===== config.mk =====
export PLATFORM = sky130hd
export DESIGN_NAME = adcr_unit
export DESIGN_NICKNAME = d
export VERILOG_FILES = /design/src/rtl/adcr_pkg.sv /design/src/rtl/adcr_pin_sync.sv /design/src/rtl/adcr_conv_timer.sv /design/src/rtl/adcr_unit.sv
export SDC_FILE = /design/constraint.sdc
export NUM_CORES = 1
export LEC_CHECK = 0
export BUFFER_PORTS_ARGS = -buffer_cell sky130_fd_sc_hd__buf_2
export CAP_MARGIN = 20
export CORE_MARGIN = 5
export CORE_UTILIZATION = 49
export DETAILED_ROUTE_END_ITERATION = 10
export PLACE_DENSITY = 0.76
export SLEW_MARGIN = 20
export SYNTH_ARGS = -nofsm -noshare
export SYNTH_HDL_FRONTEND = slang
export SYNTH_HIERARCHICAL = 1
export SYNTH_SLANG_ARGS = --single-unit

===== constraint.sdc =====
create_clock -name clk -period 2.46 [get_ports clk]
set_input_delay 0.492 -clock clk [delete_from_list [all_inputs] [get_ports clk]]
set_output_delay 0.492 -clock clk [all_outputs]
set_load 0.03 [all_outputs]

===== src/rtl/adcr_pkg.sv =====
// Shared constants for the converter control and result unit
package adcr_pkg;
	// Register byte addresses
	localparam logic [15:0] ADDR_CONTROL = 16'hffa0;
	localparam logic [15:0] ADDR_RESULT  = 16'hffa2;
	localparam logic [15:0] ADDR_PORT    = 16'hffa4;
	// Control register fields
	localparam int CHAN_LSB  = 0;
	localparam int MODE_LSB  = 4;
	localparam int START_BIT = 7;
	localparam int BUSY_BIT  = 8;
	localparam logic [15:0] CONTROL_RESET = 16'h0000;
	localparam logic [15:0] RESULT_RESET  = 16'h0000;
	// Result register fields
	localparam int RESULT_LSB = 0;
	localparam int CHNUM_LSB  = 12;
	// Channel count and last valid code
	localparam int           NUM_CHANNELS = 10;
	localparam logic [3:0]   LAST_CHANNEL = 4'h9;
	// Conversion timing at the system clock
	localparam int CLK_PERIOD_PS = 25000;
	localparam int T_SAMPLE_PS   = 1575000;
	localparam int T_HOLD_PS     = 8175000;
	localparam int SAMPLE_CYC    = (T_SAMPLE_PS + CLK_PERIOD_PS - 1) / CLK_PERIOD_PS;
	localparam int HOLD_CYC      = (T_HOLD_PS + CLK_PERIOD_PS - 1) / CLK_PERIOD_PS;
	localparam int CONVERT_CYC   = SAMPLE_CYC + HOLD_CYC;

	typedef enum logic [1:0] {
		MODE_SINGLE      = 2'b00,
		MODE_SINGLE_CONT = 2'b01,
		MODE_SCAN        = 2'b10,
		MODE_SCAN_CONT   = 2'b11
	} adcr_mode_type;

	typedef enum logic {
		ST_IDLE    = 1'b0,
		ST_CONVERT = 1'b1
	} adcr_state_type;
endpackage


===== src/rtl/adcr_pin_sync.sv =====
// Three-stage input synchroniser with agreement filter
`timescale 1ns/1ps
module adcr_pin_sync #(
	parameter int WIDTH = 10
) (
	input  wire logic             clk,
	input  wire logic             arst_n,
	input  wire logic [WIDTH-1:0] pin_in,
	output logic      [WIDTH-1:0] pin_out
);
	logic [WIDTH-1:0] s1_r;
	logic [WIDTH-1:0] s2_r;
	logic [WIDTH-1:0] s3_r;
	logic [WIDTH-1:0] out_r;
	logic [WIDTH-1:0] out_nxt;

	initial begin
		if (WIDTH < 1) $error("adcr_pin_sync: WIDTH must be positive");
	end

	always_comb begin
		for (int i = 0; i < WIDTH; i++) begin
			out_nxt[i] = (s2_r[i] == s3_r[i]) ? s3_r[i] : out_r[i];
		end
	end

	always_ff @(posedge clk or negedge arst_n) begin
		if (!arst_n) begin
			s1_r  <= '0;
			s2_r  <= '0;
			s3_r  <= '0;
			out_r <= '0;
		end else begin
			s1_r  <= pin_in;
			s2_r  <= s1_r;
			s3_r  <= s2_r;
			out_r <= out_nxt;
		end
	end

	assign pin_out = out_r;
endmodule


===== src/rtl/adcr_conv_timer.sv =====
// Sample and hold phase timer for one conversion
`timescale 1ns/1ps
module adcr_conv_timer #(
	parameter int SAMPLE = adcr_pkg::SAMPLE_CYC,
	parameter int TOTAL  = adcr_pkg::CONVERT_CYC
) (
	input  wire logic clk,
	input  wire logic arst_n,
	input  wire logic launch,
	output logic      sampling,
	output logic      done
);
	localparam int CW = $clog2(TOTAL + 1);
	localparam logic [CW-1:0] SAMPLE_END = CW'(SAMPLE - 1);
	localparam logic [CW-1:0] TOTAL_END  = CW'(TOTAL - 1);

	logic [CW-1:0] cnt_r;
	logic [CW-1:0] cnt_nxt;
	logic          run_r;
	logic          run_nxt;
	logic          samp_r;
	logic          samp_nxt;
	logic          done_r;
	logic          done_nxt;

	initial begin
		if (SAMPLE < 1 || TOTAL <= SAMPLE) $error("adcr_conv_timer: need 1 <= SAMPLE < TOTAL");
	end

	always_comb begin
		cnt_nxt  = cnt_r;
		run_nxt  = run_r;
		samp_nxt = samp_r;
		done_nxt = 1'b0;
		if (launch) begin
			// A new launch aborts any conversion in flight
			cnt_nxt  = '0;
			run_nxt  = 1'b1;
			samp_nxt = 1'b1;
		end else if (run_r) begin
			cnt_nxt = cnt_r + 1'b1;
			if (cnt_r == SAMPLE_END) samp_nxt = 1'b0;
			if (cnt_r == TOTAL_END) begin
				run_nxt  = 1'b0;
				done_nxt = 1'b1;
				cnt_nxt  = '0;
			end
		end
	end

	always_ff @(posedge clk or negedge arst_n) begin
		if (!arst_n) begin
			cnt_r  <= '0;
			run_r  <= 1'b0;
			samp_r <= 1'b0;
			done_r <= 1'b0;
		end else begin
			cnt_r  <= cnt_nxt;
			run_r  <= run_nxt;
			samp_r <= samp_nxt;
			done_r <= done_nxt;
		end
	end

	assign sampling = samp_r;
	assign done     = done_r;
endmodule


===== src/rtl/adcr_unit.sv =====
// Converter control and result registers with mode sequencing
//
// How it works
// Start bit 7 starts the converter; clearing it stops per mode.
// Busy bit 8 is read-only: 1 while converting, else 0.
// Mode bits 5:4: single, single continuous, scan, scan continuous.
// Channel bits 3:0 pick the channel, or the first channel of a scan.
// Codes 0 to 9 select inputs zero to nine; higher codes select none.
// Software must never program a reserved channel code.
// Result holds value in bits 9:0 and channel number in bits 15:12.
// Result stays unchanged until the next completed conversion.
// Result is read as a whole word; control allows per-bit writes.
// The ten input lines stay readable digitally, no setup needed.
// Setting the start bit begins a conversion and sets busy together.
// Each completion loads result and channel, pulses end-of-conversion request.
// Completion over an unread result overwrites it and pulses overrun request.
// Single mode stops after one conversion, clearing busy and start.
// Reserved register bits read zero and ignore writes.
`timescale 1ns/1ps
module adcr_unit #(
	parameter int NUM_CH = adcr_pkg::NUM_CHANNELS
) (
	input  wire logic        clk,
	input  wire logic        arst_n,
	input  wire logic [15:0] bus_addr,
	input  wire logic [15:0] bus_wdata,
	input  wire logic [15:0] bus_wmask,
	input  wire logic        bus_we,
	input  wire logic        bus_re,
	output logic      [15:0] bus_rdata,
	input  wire logic [9:0]  port_pins,
	input  wire logic [9:0]  conv_data,
	output logic      [9:0]  analog_select,
	output logic             sample_hold,
	output logic             end_of_conversion_request,
	output logic             overrun_error_request
);
	initial begin
		if (NUM_CH != 10) $error("adcr_unit: only ten channels are supported");
	end

	// Decoded one-hot input select
	function automatic logic [9:0] chan_decode(input logic [3:0] ch);
		logic [9:0] sel;
		sel = 10'h000;
		// reserved codes leave all inputs off
		if (ch <= adcr_pkg::LAST_CHANNEL) sel[ch] = 1'b1;
		return sel;
	endfunction

	// Masked per-bit merge
	function automatic logic [15:0] merge(input logic [15:0] old, input logic [15:0] val,
			input logic [15:0] msk);
		return (val & msk) | (old & ~msk);
	endfunction

	logic [3:0]                 ctl_chan_r;
	logic [3:0]                 ctl_chan_nxt;
	adcr_pkg::adcr_mode_type    ctl_mode_r;
	adcr_pkg::adcr_mode_type    ctl_mode_nxt;
	logic                       ctl_start_r;
	logic                       ctl_start_nxt;
	adcr_pkg::adcr_state_type   state_r;
	adcr_pkg::adcr_state_type   state_nxt;
	adcr_pkg::adcr_mode_type    act_mode_r;
	adcr_pkg::adcr_mode_type    act_mode_nxt;
	logic [3:0]                 act_chan_r;
	logic [3:0]                 act_chan_nxt;
	logic [15:0]                result_r;
	logic [15:0]                result_nxt;
	logic                       unread_r;
	logic                       unread_nxt;
	logic                       launch_r;
	logic                       launch_nxt;
	logic [9:0]                 select_r;
	logic [9:0]                 select_nxt;
	logic                       eoc_r;
	logic                       eoc_nxt;
	logic                       ovr_r;
	logic                       ovr_nxt;
	logic [15:0]                rdata_r;
	logic [15:0]                rdata_nxt;

	logic [9:0]  pins_sync;
	logic        timer_done;
	logic        timer_sampling;
	logic        wr_ctl;
	logic        rd_result;
	logic [15:0] ctl_word;
	logic [15:0] ctl_written;
	logic        busy;

	// digital view of the input lines, always available
	adcr_pin_sync #(
		.WIDTH (10)
	) u_pin_sync (
		.clk     (clk),
		.arst_n  (arst_n),
		.pin_in  (port_pins),
		.pin_out (pins_sync)
	);

	adcr_conv_timer #(
		.SAMPLE (adcr_pkg::SAMPLE_CYC),
		.TOTAL  (adcr_pkg::CONVERT_CYC)
	) u_timer (
		.clk      (clk),
		.arst_n   (arst_n),
		.launch   (launch_r),
		.sampling (timer_sampling),
		.done     (timer_done)
	);

	assign busy      = (state_r == adcr_pkg::ST_CONVERT);
	assign wr_ctl    = bus_we && (bus_addr == adcr_pkg::ADDR_CONTROL);
	assign rd_result = bus_re && (bus_addr == adcr_pkg::ADDR_RESULT);

	// reserved control bits stay zero
	always_comb begin
		ctl_word = 16'h0000;
		ctl_word[adcr_pkg::CHAN_LSB +: 4] = ctl_chan_r;
		ctl_word[adcr_pkg::MODE_LSB +: 2] = ctl_mode_r;
		ctl_word[adcr_pkg::START_BIT]     = ctl_start_r;
		ctl_word[adcr_pkg::BUSY_BIT]      = busy;
	end

	// control register takes per-bit writes through the mask
	assign ctl_written = merge(ctl_word, bus_wdata, bus_wmask);

	always_comb begin
		logic hw_stop;
		logic start_eff;
		logic do_launch;
		logic [3:0] next_ch;
		hw_stop      = 1'b0;
		do_launch    = 1'b0;
		next_ch      = ctl_chan_r;
		ctl_chan_nxt = ctl_chan_r;
		ctl_mode_nxt = ctl_mode_r;
		ctl_start_nxt = ctl_start_r;
		state_nxt    = state_r;
		act_mode_nxt = act_mode_r;
		act_chan_nxt = act_chan_r;
		// result holds between completions
		result_nxt   = result_r;
		unread_nxt   = unread_r;
		select_nxt   = select_r;
		eoc_nxt      = 1'b0;
		ovr_nxt      = 1'b0;
		start_eff    = wr_ctl ? ctl_written[adcr_pkg::START_BIT] : ctl_start_r;

		// Reading the result marks it consumed
		if (rd_result) unread_nxt = 1'b0;

		if (timer_done && busy) begin
			// value low, channel number high, reserved bits zero
			// load on every completion
			result_nxt = 16'h0000;
			result_nxt[adcr_pkg::RESULT_LSB +: 10] = conv_data;
			result_nxt[adcr_pkg::CHNUM_LSB +: 4]   = act_chan_r;
			eoc_nxt = 1'b1;
			// unread result is lost; new data wins over a read
			ovr_nxt    = unread_r && !rd_result;
			unread_nxt = 1'b1;
			// sequencing by the mode latched at launch
			case (act_mode_r)
				adcr_pkg::MODE_SINGLE: begin
					// self stop clears busy and start
					hw_stop   = 1'b1;
					state_nxt = adcr_pkg::ST_IDLE;
				end
				adcr_pkg::MODE_SINGLE_CONT: begin
					// cleared start ends after the current conversion
					if (start_eff) begin
						do_launch = 1'b1;
						next_ch   = ctl_chan_r;
					end else begin
						state_nxt = adcr_pkg::ST_IDLE;
					end
				end
				adcr_pkg::MODE_SCAN: begin
					if (act_chan_r == 4'h0) begin
						hw_stop   = 1'b1;
						state_nxt = adcr_pkg::ST_IDLE;
					end else begin
						do_launch = 1'b1;
						next_ch   = act_chan_r - 4'h1;
					end
				end
				adcr_pkg::MODE_SCAN_CONT: begin
					if (act_chan_r != 4'h0) begin
						do_launch = 1'b1;
						next_ch   = act_chan_r - 4'h1;
					end else if (start_eff) begin
						// new round restarts from the channel field
						do_launch = 1'b1;
						next_ch   = ctl_chan_r;
					end else begin
						state_nxt = adcr_pkg::ST_IDLE;
					end
				end
				default: begin
					state_nxt = adcr_pkg::ST_IDLE;
				end
			endcase
			if (hw_stop) ctl_start_nxt = 1'b0;
		end

		if (wr_ctl) begin
			// only defined fields take writes; busy is ignored
			ctl_chan_nxt = ctl_written[adcr_pkg::CHAN_LSB +: 4];
			ctl_mode_nxt = adcr_pkg::adcr_mode_type'(ctl_written[adcr_pkg::MODE_LSB +: 2]);
			// Software set wins over a hardware clear in the same cycle
			if (ctl_written[adcr_pkg::START_BIT]) begin
				ctl_start_nxt = 1'b1;
			end else begin
				ctl_start_nxt = 1'b0;
			end
			// a rising start aborts and launches with the new fields
			if (ctl_written[adcr_pkg::START_BIT] && (!ctl_start_r || hw_stop)) begin
				do_launch    = 1'b1;
				next_ch      = ctl_written[adcr_pkg::CHAN_LSB +: 4];
				act_mode_nxt = adcr_pkg::adcr_mode_type'(ctl_written[adcr_pkg::MODE_LSB +: 2]);
			end else if (do_launch) begin
				act_mode_nxt = adcr_pkg::adcr_mode_type'(ctl_written[adcr_pkg::MODE_LSB +: 2]);
			end
		end else if (do_launch) begin
			// Mode edits take hold at the next conversion
			act_mode_nxt = ctl_mode_r;
		end

		if (do_launch) begin
			// busy reflects a conversion in progress
			state_nxt    = adcr_pkg::ST_CONVERT;
			act_chan_nxt = next_ch;
			// channel drives the input select directly
			select_nxt   = chan_decode(next_ch);
		end
		launch_nxt = do_launch;
	end

	// Read port: data stand only in the cycle after the strobe
	always_comb begin
		rdata_nxt = 16'h0000;
		if (bus_re) begin
			case (bus_addr)
				adcr_pkg::ADDR_CONTROL: rdata_nxt = ctl_word;
				// whole-word result only
				adcr_pkg::ADDR_RESULT:  rdata_nxt = result_r;
				// digital readback of the lines
				adcr_pkg::ADDR_PORT:    rdata_nxt = {6'h00, pins_sync};
				default:                rdata_nxt = 16'h0000;
			endcase
		end
	end

	always_ff @(posedge clk or negedge arst_n) begin
		if (!arst_n) begin
			ctl_chan_r  <= adcr_pkg::CONTROL_RESET[adcr_pkg::CHAN_LSB +: 4];
			ctl_mode_r  <= adcr_pkg::MODE_SINGLE;
			ctl_start_r <= 1'b0;
			state_r     <= adcr_pkg::ST_IDLE;
			act_mode_r  <= adcr_pkg::MODE_SINGLE;
			act_chan_r  <= 4'h0;
			result_r    <= adcr_pkg::RESULT_RESET;
			unread_r    <= 1'b0;
			launch_r    <= 1'b0;
			select_r    <= 10'h000;
			eoc_r       <= 1'b0;
			ovr_r       <= 1'b0;
			rdata_r     <= 16'h0000;
		end else begin
			ctl_chan_r  <= ctl_chan_nxt;
			ctl_mode_r  <= ctl_mode_nxt;
			ctl_start_r <= ctl_start_nxt;
			state_r     <= state_nxt;
			act_mode_r  <= act_mode_nxt;
			act_chan_r  <= act_chan_nxt;
			result_r    <= result_nxt;
			unread_r    <= unread_nxt;
			launch_r    <= launch_nxt;
			select_r    <= select_nxt;
			eoc_r       <= eoc_nxt;
			ovr_r       <= ovr_nxt;
			rdata_r     <= rdata_nxt;
		end
	end

	assign bus_rdata                 = rdata_r;
	assign analog_select             = select_r;
	assign sample_hold               = timer_sampling;
	assign end_of_conversion_request = eoc_r;
	assign overrun_error_request     = ovr_r;
endmodule


==> run metrics, run 1 <==
number of DRC violations after detailed routing=0; number of antenna violations at the first check in global routing=0; Final Slew Violations=0; Top-Level Pins=101; share of Yosys cell area claimed by the top area cell type=58.2%; Post-Place Cells=632; adder-cell share of the synthesized area=3.77%; IR drop worst, VDD=0.000543 V; Fill cells=738; number of cell rows=35; cell chain of the critical path=buf_6, or4b_4, or4_4, nor4_4, buf_4, buf_12, mux2i_2, nor2_1, mux2_2; total global-route track usage=18.4%; worst max-slew margin expressed relative to the limit=63.8%; remaining number of nets flagged by the antenna check after routing=0; Synth Area in Compound Gates=9.05%; growth of design area from synthesis to finish=21.8%; final hold vios=0; share of the core filled with cells=61.2%; floorplan die width=107 um; fraction of final layout cells with drive strength greater than 1=34.2%; latest clock arrival within the worst-skew pair=360 ps; ratio of routed vias to standard cells=5.25; clk buf depth=2; hold crit path type=in2async; Net count, final=593; TritonRoute pass-1 iters=5; power per cell area=542 nW/um2; wire length of the first global-routing pass=16,800 um; final critical-path setup slack=-40.1 ps; Die Y-Extent=107 um; total leakage power=2.76 nW; Max Clk Rate=0.400 GHz; number of synthesis warnings=6; Num CTS Buffers=9; Tot Pwr=0.00306 W; Max Clock Skew=9.00 ps; routed wire length=9880 um; Seq cells post-synth=108; number of instances in the synthesized netlist=412; number of enable flip-flop cells after synthesis=0; Most used DFF post-synth=dfrtp_1; result of the run=complete, but fails checks; number of buffers and inverters on the critical path=3; violations in the final reports=setup timing; Worst EP arrival=2750 ps; critical path's slowest cell=or4b_4; area of the core region=9240 um2; share of the cycle needed by the critical path after routing=102%; multiplexer fraction of the synthesized cell area=9.45%; max-capacitance violation count=0; minimum setup slack after placement=-287 ps; CTS tree=done; largest incremental delay on the critical path=520 ps; Placement Cell Area=5390 um2; main combinational cell family by area after synthesis=simple AND/OR/NAND/NOR gates; biggest area contributors in the synthesized netlist=dfrtp_1, nand2_1, mux2_2; Crit Path Max Fanout=5; category of cells accounting for the largest share of critical-path delay=simple AND/OR/NAND/NOR gates; count of buffers inserted at the top-level ports=80; Overflow after GRT=0; number of DRC violations after detailed-routing iteration 0=127; multi-input combinational cell area=1880 um2; final instance area=5660 um2; area of all sequential standard cells=2700 um2; number of sinks driven by the clock tree=108; die footprint=11,500 um2; category of the critical setup timing path=in2reg; required time of the worst setup path=2710 ps; sequential-to-total area share from yosys stat=58.2%; DR WL/cell=15.2 um; final antenna diode count=0; critical path endpoint category=register; routed vias=3,405; Routability Congestion=0.836; quantity of hold-fixing buffers added after cts=0; dominant cell type by area after synthesis=dfrtp_1; minimum period implied by the final worst setup slack=2500 ps; number of global-route vias before repair=3,425; root cell of the clock tree=clkbuf_8; detailed placer's ending HPWL=7180 um; Reg clk slew, reported paths=100 ps; transition at the pin with the smallest max-transition slack=527 ps; xor/xnor cell area share of the yosys netlist=0.943%; mean instance size in the synthesized netlist=11.3 um2; synthesized-area fraction occupied by and/or/nand/nor cells=15.7%; post-synthesis cell area=4650 um2; RSZ-0062 raised after global routing=true; starting density of the core=50.3%; H-tree level count=3; maximum number of pins on one net before global-route repair=50; distinct cell type count of the synthesized netlist=61; number of standard cells in the final layout excluding fillers=649; share of flip-flops with an asynchronous set or reset after synthesis=100%; final-report setup violation count=7; kind of start point of the critical path=input pin
-- layer usage --
metal / GRT usage (%) / vias to the layer above / part of all wire (%)
li1: - / 1630 / -
met1: 25.8 / 1664 / 45
met2: 28.9 / 100 / 47
met3: 4.50 / 11 / 7.1
met4: 4.24 / 0 / 0.74
met5: 0 / - / 0
-- cell usage in the layout, fill, tap and decap left out, drive strengths merged, types with 3 or more instances in the layout --
master,synthesis,layout
nand4,3,3
and2,3,3
o21ai,15,15
a211oi,3,3
mux2,22,22
a31oi,5,5
buf,8,107
inv,12,14
a21oi,17,17
nor2,41,41
ha,5,5
xnor2,3,3
nand3,5,5
a21o,4,4
maj3,10,10
nor3,3,3
mux2i,18,18
dfrtp,108,108
and3,8,8
clkbuf,8,10
nand2,69,69
nand2b,5,5
-- cells in the mapped netlist (3+ instances only) --
cell,count
nand2b_1,5
and2_1,3
o21ai_0,13
mux2_2,19
ha_1,5
clkbuf_1,8
maj3_2,10
a21o_1,3
mux2_4,3
nand4_1,3
a31oi_1,5
nor2_1,41
nand3_1,5
and3_1,8
nand2_1,69
a211oi_1,3
mux2i_1,18
dfrtp_1,108
a21oi_1,16
nor3_1,3
xnor2_1,3
inv_1,11
-- per-stage QoR --
step                      hold WS, ps  setup TNS (ps)
after detailed placement          335           -3750
after global routing              118            -332
final                             103            -179
after floorplan                   196           -1870
after CTS                         111           -7.38
after global placement            333           -3500
-- layout make-up --
cell class / count / share of cell area [%]
Tap cell: 129 / 2.85
Clock buffer: 9 / 2.19
Multi-Input combinational cell: 277 / 33.2
Inverter: 12 / 0.796
Clock inverter: 6 / 1.30
Timing Repair Buffer: 108 / 11.9
Sequential cell: 108 / 47.8
-- timing repair --
action	CTS	global route
gates resized for setup	4	8
cloned	0	1
setup buffers	0	1
endpoints found under the setup margin	11	14
pin swaps	2	2
-- kinds of logic (layout without fill, tap and decap cells) --
family	count (synthesis)	after routing
XOR/XNOR	5	5
multiplexers	40	40
buffers and inverters	28	135
flip-flops	108	108
AND/OR/NAND/NOR	153	153
other	1	2
adder cells (fa/ha/maj)	15	15
AO/OA/AOI/OAI	62	62
-- state kept, by name (all words and copies together), names as in the netlist, 4 cells and up --
register / cells
bus_rdata: 14
u_pin_sync/pin_out: 10
analog_select: 10
u_pin_sync/s3_r: 10
ctl_chan_r: 4
result_r: 14
u_timer/cnt_r: 9
u_pin_sync/s2_r: 10
act_chan_r: 4
u_pin_sync/s1_r: 10
-- report_power, final --
group / total (W) / switching (W) / internal, W
registers: 0.00184 / 0.0000219 / 0.00182
logic: 0.000166 / 0.0000914 / 0.0000747
clock network: 0.00106 / 0.000584 / 0.000477
-- final timing paths --
| path | start | end | slack (ps) | depth (start not counted) |
|---|---|---|---|---|
| worst max-delay path | bus_addr[0] | analog_select[6] | -40 | 9 |
| worst min-delay path | arst_n | u_pin_sync/pin_out[5] | 100 | 1 |
| worst max register to register | act_chan_r[1] | analog_select[6] | 90 | 9 |
| worst min register to register | u_pin_sync/s1_r[0] | u_pin_sync/s2_r[0] | 360 | 0 |
| max in group asynchronous | arst_n | act_chan_r[2] | 1670 | 2 |
| min in group clk | port_pins[9] | u_pin_sync/s1_r[9] | 230 | 1 |
-- worst reg2reg max path, delay by kind of cell, from the launching register on --
family,cells,cell delay [ps]
compound gates,1,310
fa+ha+maj,1,130
buf+inv,2,230
flops,1,400
mux,2,460
simple gates,3,800
No activity file was read; power rests on OpenSTA's default activity.
==> run 2: changes to the inputs <==
CORE_UTILIZATION = 50   (was 49)
CTS_BUF_LIST = sky130_fd_sc_hd__clkbuf_4 sky130_fd_sc_hd__clkbuf_8   (was unset)
PLACE_DENSITY = 0.77   (was 0.76)
REMOVE_ABC_BUFFERS = 1   (was unset)
==> run metrics, run 2 (synthesized netlist as in run 1, its figures left out) <==
share of the cycle needed by the critical path after routing=102%; growth of design area from synthesis to finish=23.0%; remaining number of nets flagged by the antenna check after routing=0; Crit Path Max Fanout=7; die footprint=11,300 um2; routed vias=3,379; Overflow after GRT=0; clk buf depth=2; CTS tree=done; number of DRC violations after detailed routing=0; number of global-route vias before repair=3,506; final antenna diode count=0; starting density of the core=50.8%; register-to-register path setup slack=-40 ps; latest clock arrival within the worst-skew pair=370 ps; hold crit path type=in2async; kind of start point of the critical path=register; detailed placer's ending HPWL=7080 um; area of the core region=9150 um2; Combinational Power Share=5.3%; critical path's slowest cell=dfrtp_1; tightest hold margin=174 ps; Top-Level Pins=101; H-tree level count=3; internal cell power=0.00229 W; total leakage power=2.79 nW; minimum setup slack after placement=-465 ps; final instance area=5720 um2; Die Y-Extent=106 um; routed wire length=10,000 um; required time of the worst setup path=2720 ps; final-report setup violation count=8; Worst EP arrival=2760 ps; Final Slew Violations=0; Num CTS Buffers=9; sequential share of power=60.1%; maximum number of pins on one net before global-route repair=109; Sw Pwr=0.000763 W; transition at the pin with the smallest max-transition slack=546 ps; largest incremental delay on the critical path=400 ps; count of buffers inserted at the top-level ports=80; most common library cell in the layout ignoring fill and taps=dfrtp_1; Placement Cell Area=5360 um2; Reg clk slew, reported paths=110 ps; IR drop worst, VDD=0.000270 V; number of cell rows=35; max-capacitance violation count=0; critical path endpoint category=register; part of the total power dissipated in the clock network=34.6%; number of sinks driven by the clock tree=108; floorplan die width=106 um; final critical-path setup slack=-39.8 ps; power per cell area=535 nW/um2; DR WL/cell=15.7 um; Net count, final=599; TritonRoute pass-1 iters=4; result of the run=complete, but fails checks; Max Clock Skew=6.63 ps; worst max-slew margin expressed relative to the limit=63.6%; fraction of final layout cells with drive strength greater than 1=36.4%; quantity of hold-fixing buffers added after cts=0; wire length of the first global-routing pass=16,700 um; final hold vios=0; most frequent cells in the layout=dfrtp_1, buf_2, nand2_1, nor2_1, buf_4; total global-route track usage=18.5%; cell chain of the critical path=inv_2, ha_4, or3b_4, a22o_4, nor4_4, buf_6, mux2i_1, buf_4, nor2_1, mux2_4; RSZ-0062 raised after global routing=true; Max Clk Rate=0.400 GHz; category of the critical setup timing path=reg2reg; number of antenna violations at the first check in global routing=0; share of the core filled with cells=62.4%; number of DRC violations after detailed-routing iteration 0=133; minimum period implied by the final worst setup slack=2500 ps; ratio of routed vias to standard cells=5.30; Routability Congestion=0.924; violations in the final reports=setup timing; root cell of the clock tree=clkbuf_8; Switching Fraction=25.0%; Setup Total Neg Slack=-176 ps
run 2: per-stage QoR:
| step | std cells | power, W |
|---|---|---|
| 4_1_cts | 635 | 0.00310 |
| 2_1_floorplan | 397 | 0.00193 |
| 5_1_grt | 638 | 0.00320 |
| 3_5_place_dp | 618 | 0.00204 |
| 3_3_place_gp | 618 | 0.00203 |
| 6_report | 638 | 0.00306 |
run 2: worst paths after layout:
check                                         from                 end  cells after the start
worst max-delay path                 act_chan_r[1]    analog_select[3]                     10
worst min-delay path                        arst_n        bus_rdata[3]                      2
worst max register to register       act_chan_r[1]    analog_select[3]                     10
worst min register to register  u_pin_sync/s1_r[1]  u_pin_sync/s2_r[1]                      0
max in group asynchronous                   arst_n    u_timer/cnt_r[7]                      2
min in group clk                      port_pins[6]  u_pin_sync/s1_r[6]                      1
run 2: what timing repair did:
item | CTS | global route
cloned | 0 | 0
buffers inserted | 1 | 3
resized for setup | 8 | 24
endpoints found under the setup margin | 6 | 13
pin swaps | 0 | 7
run 2: final cells by class:
cell class | instances | area (um2)
inverter | 12 | 45.0
sequential | 108 | 2700
multi-input combinational | 277 | 1920
timing repair buffer | 114 | 698
clock buffer | 9 | 124
clock inverter | 7 | 83.8
fill | 719 | 3440
tap | 111 | 139
run 2: per-layer routing:
layer | global-route usage [%] | wire [um]
met1 | 25.9 | 4620
met2 | 29.3 | 4650
met3 | 2.98 | 617
met4 | 6.57 | 144
met5 | 0 | 0
run 2: worst max-delay path, delay by kind of cell, from the launching register on:
family / cells / cell delay [ps]
flops: 1 / 400
mux: 2 / 470
compound gates: 1 / 240
fa+ha+maj: 1 / 120
buf+inv: 3 / 430
simple gates: 3 / 720
run 2: power groups by stage:
stage                     clock (W)  sequential (W)  combinational (W)
after floorplan                   0         0.00187          0.0000592
after global routing        0.00118         0.00184           0.000183
after CTS                   0.00109         0.00184           0.000165
after global placement            0         0.00187           0.000160
after detailed placement          0         0.00187           0.000164
final                       0.00106         0.00184           0.000162
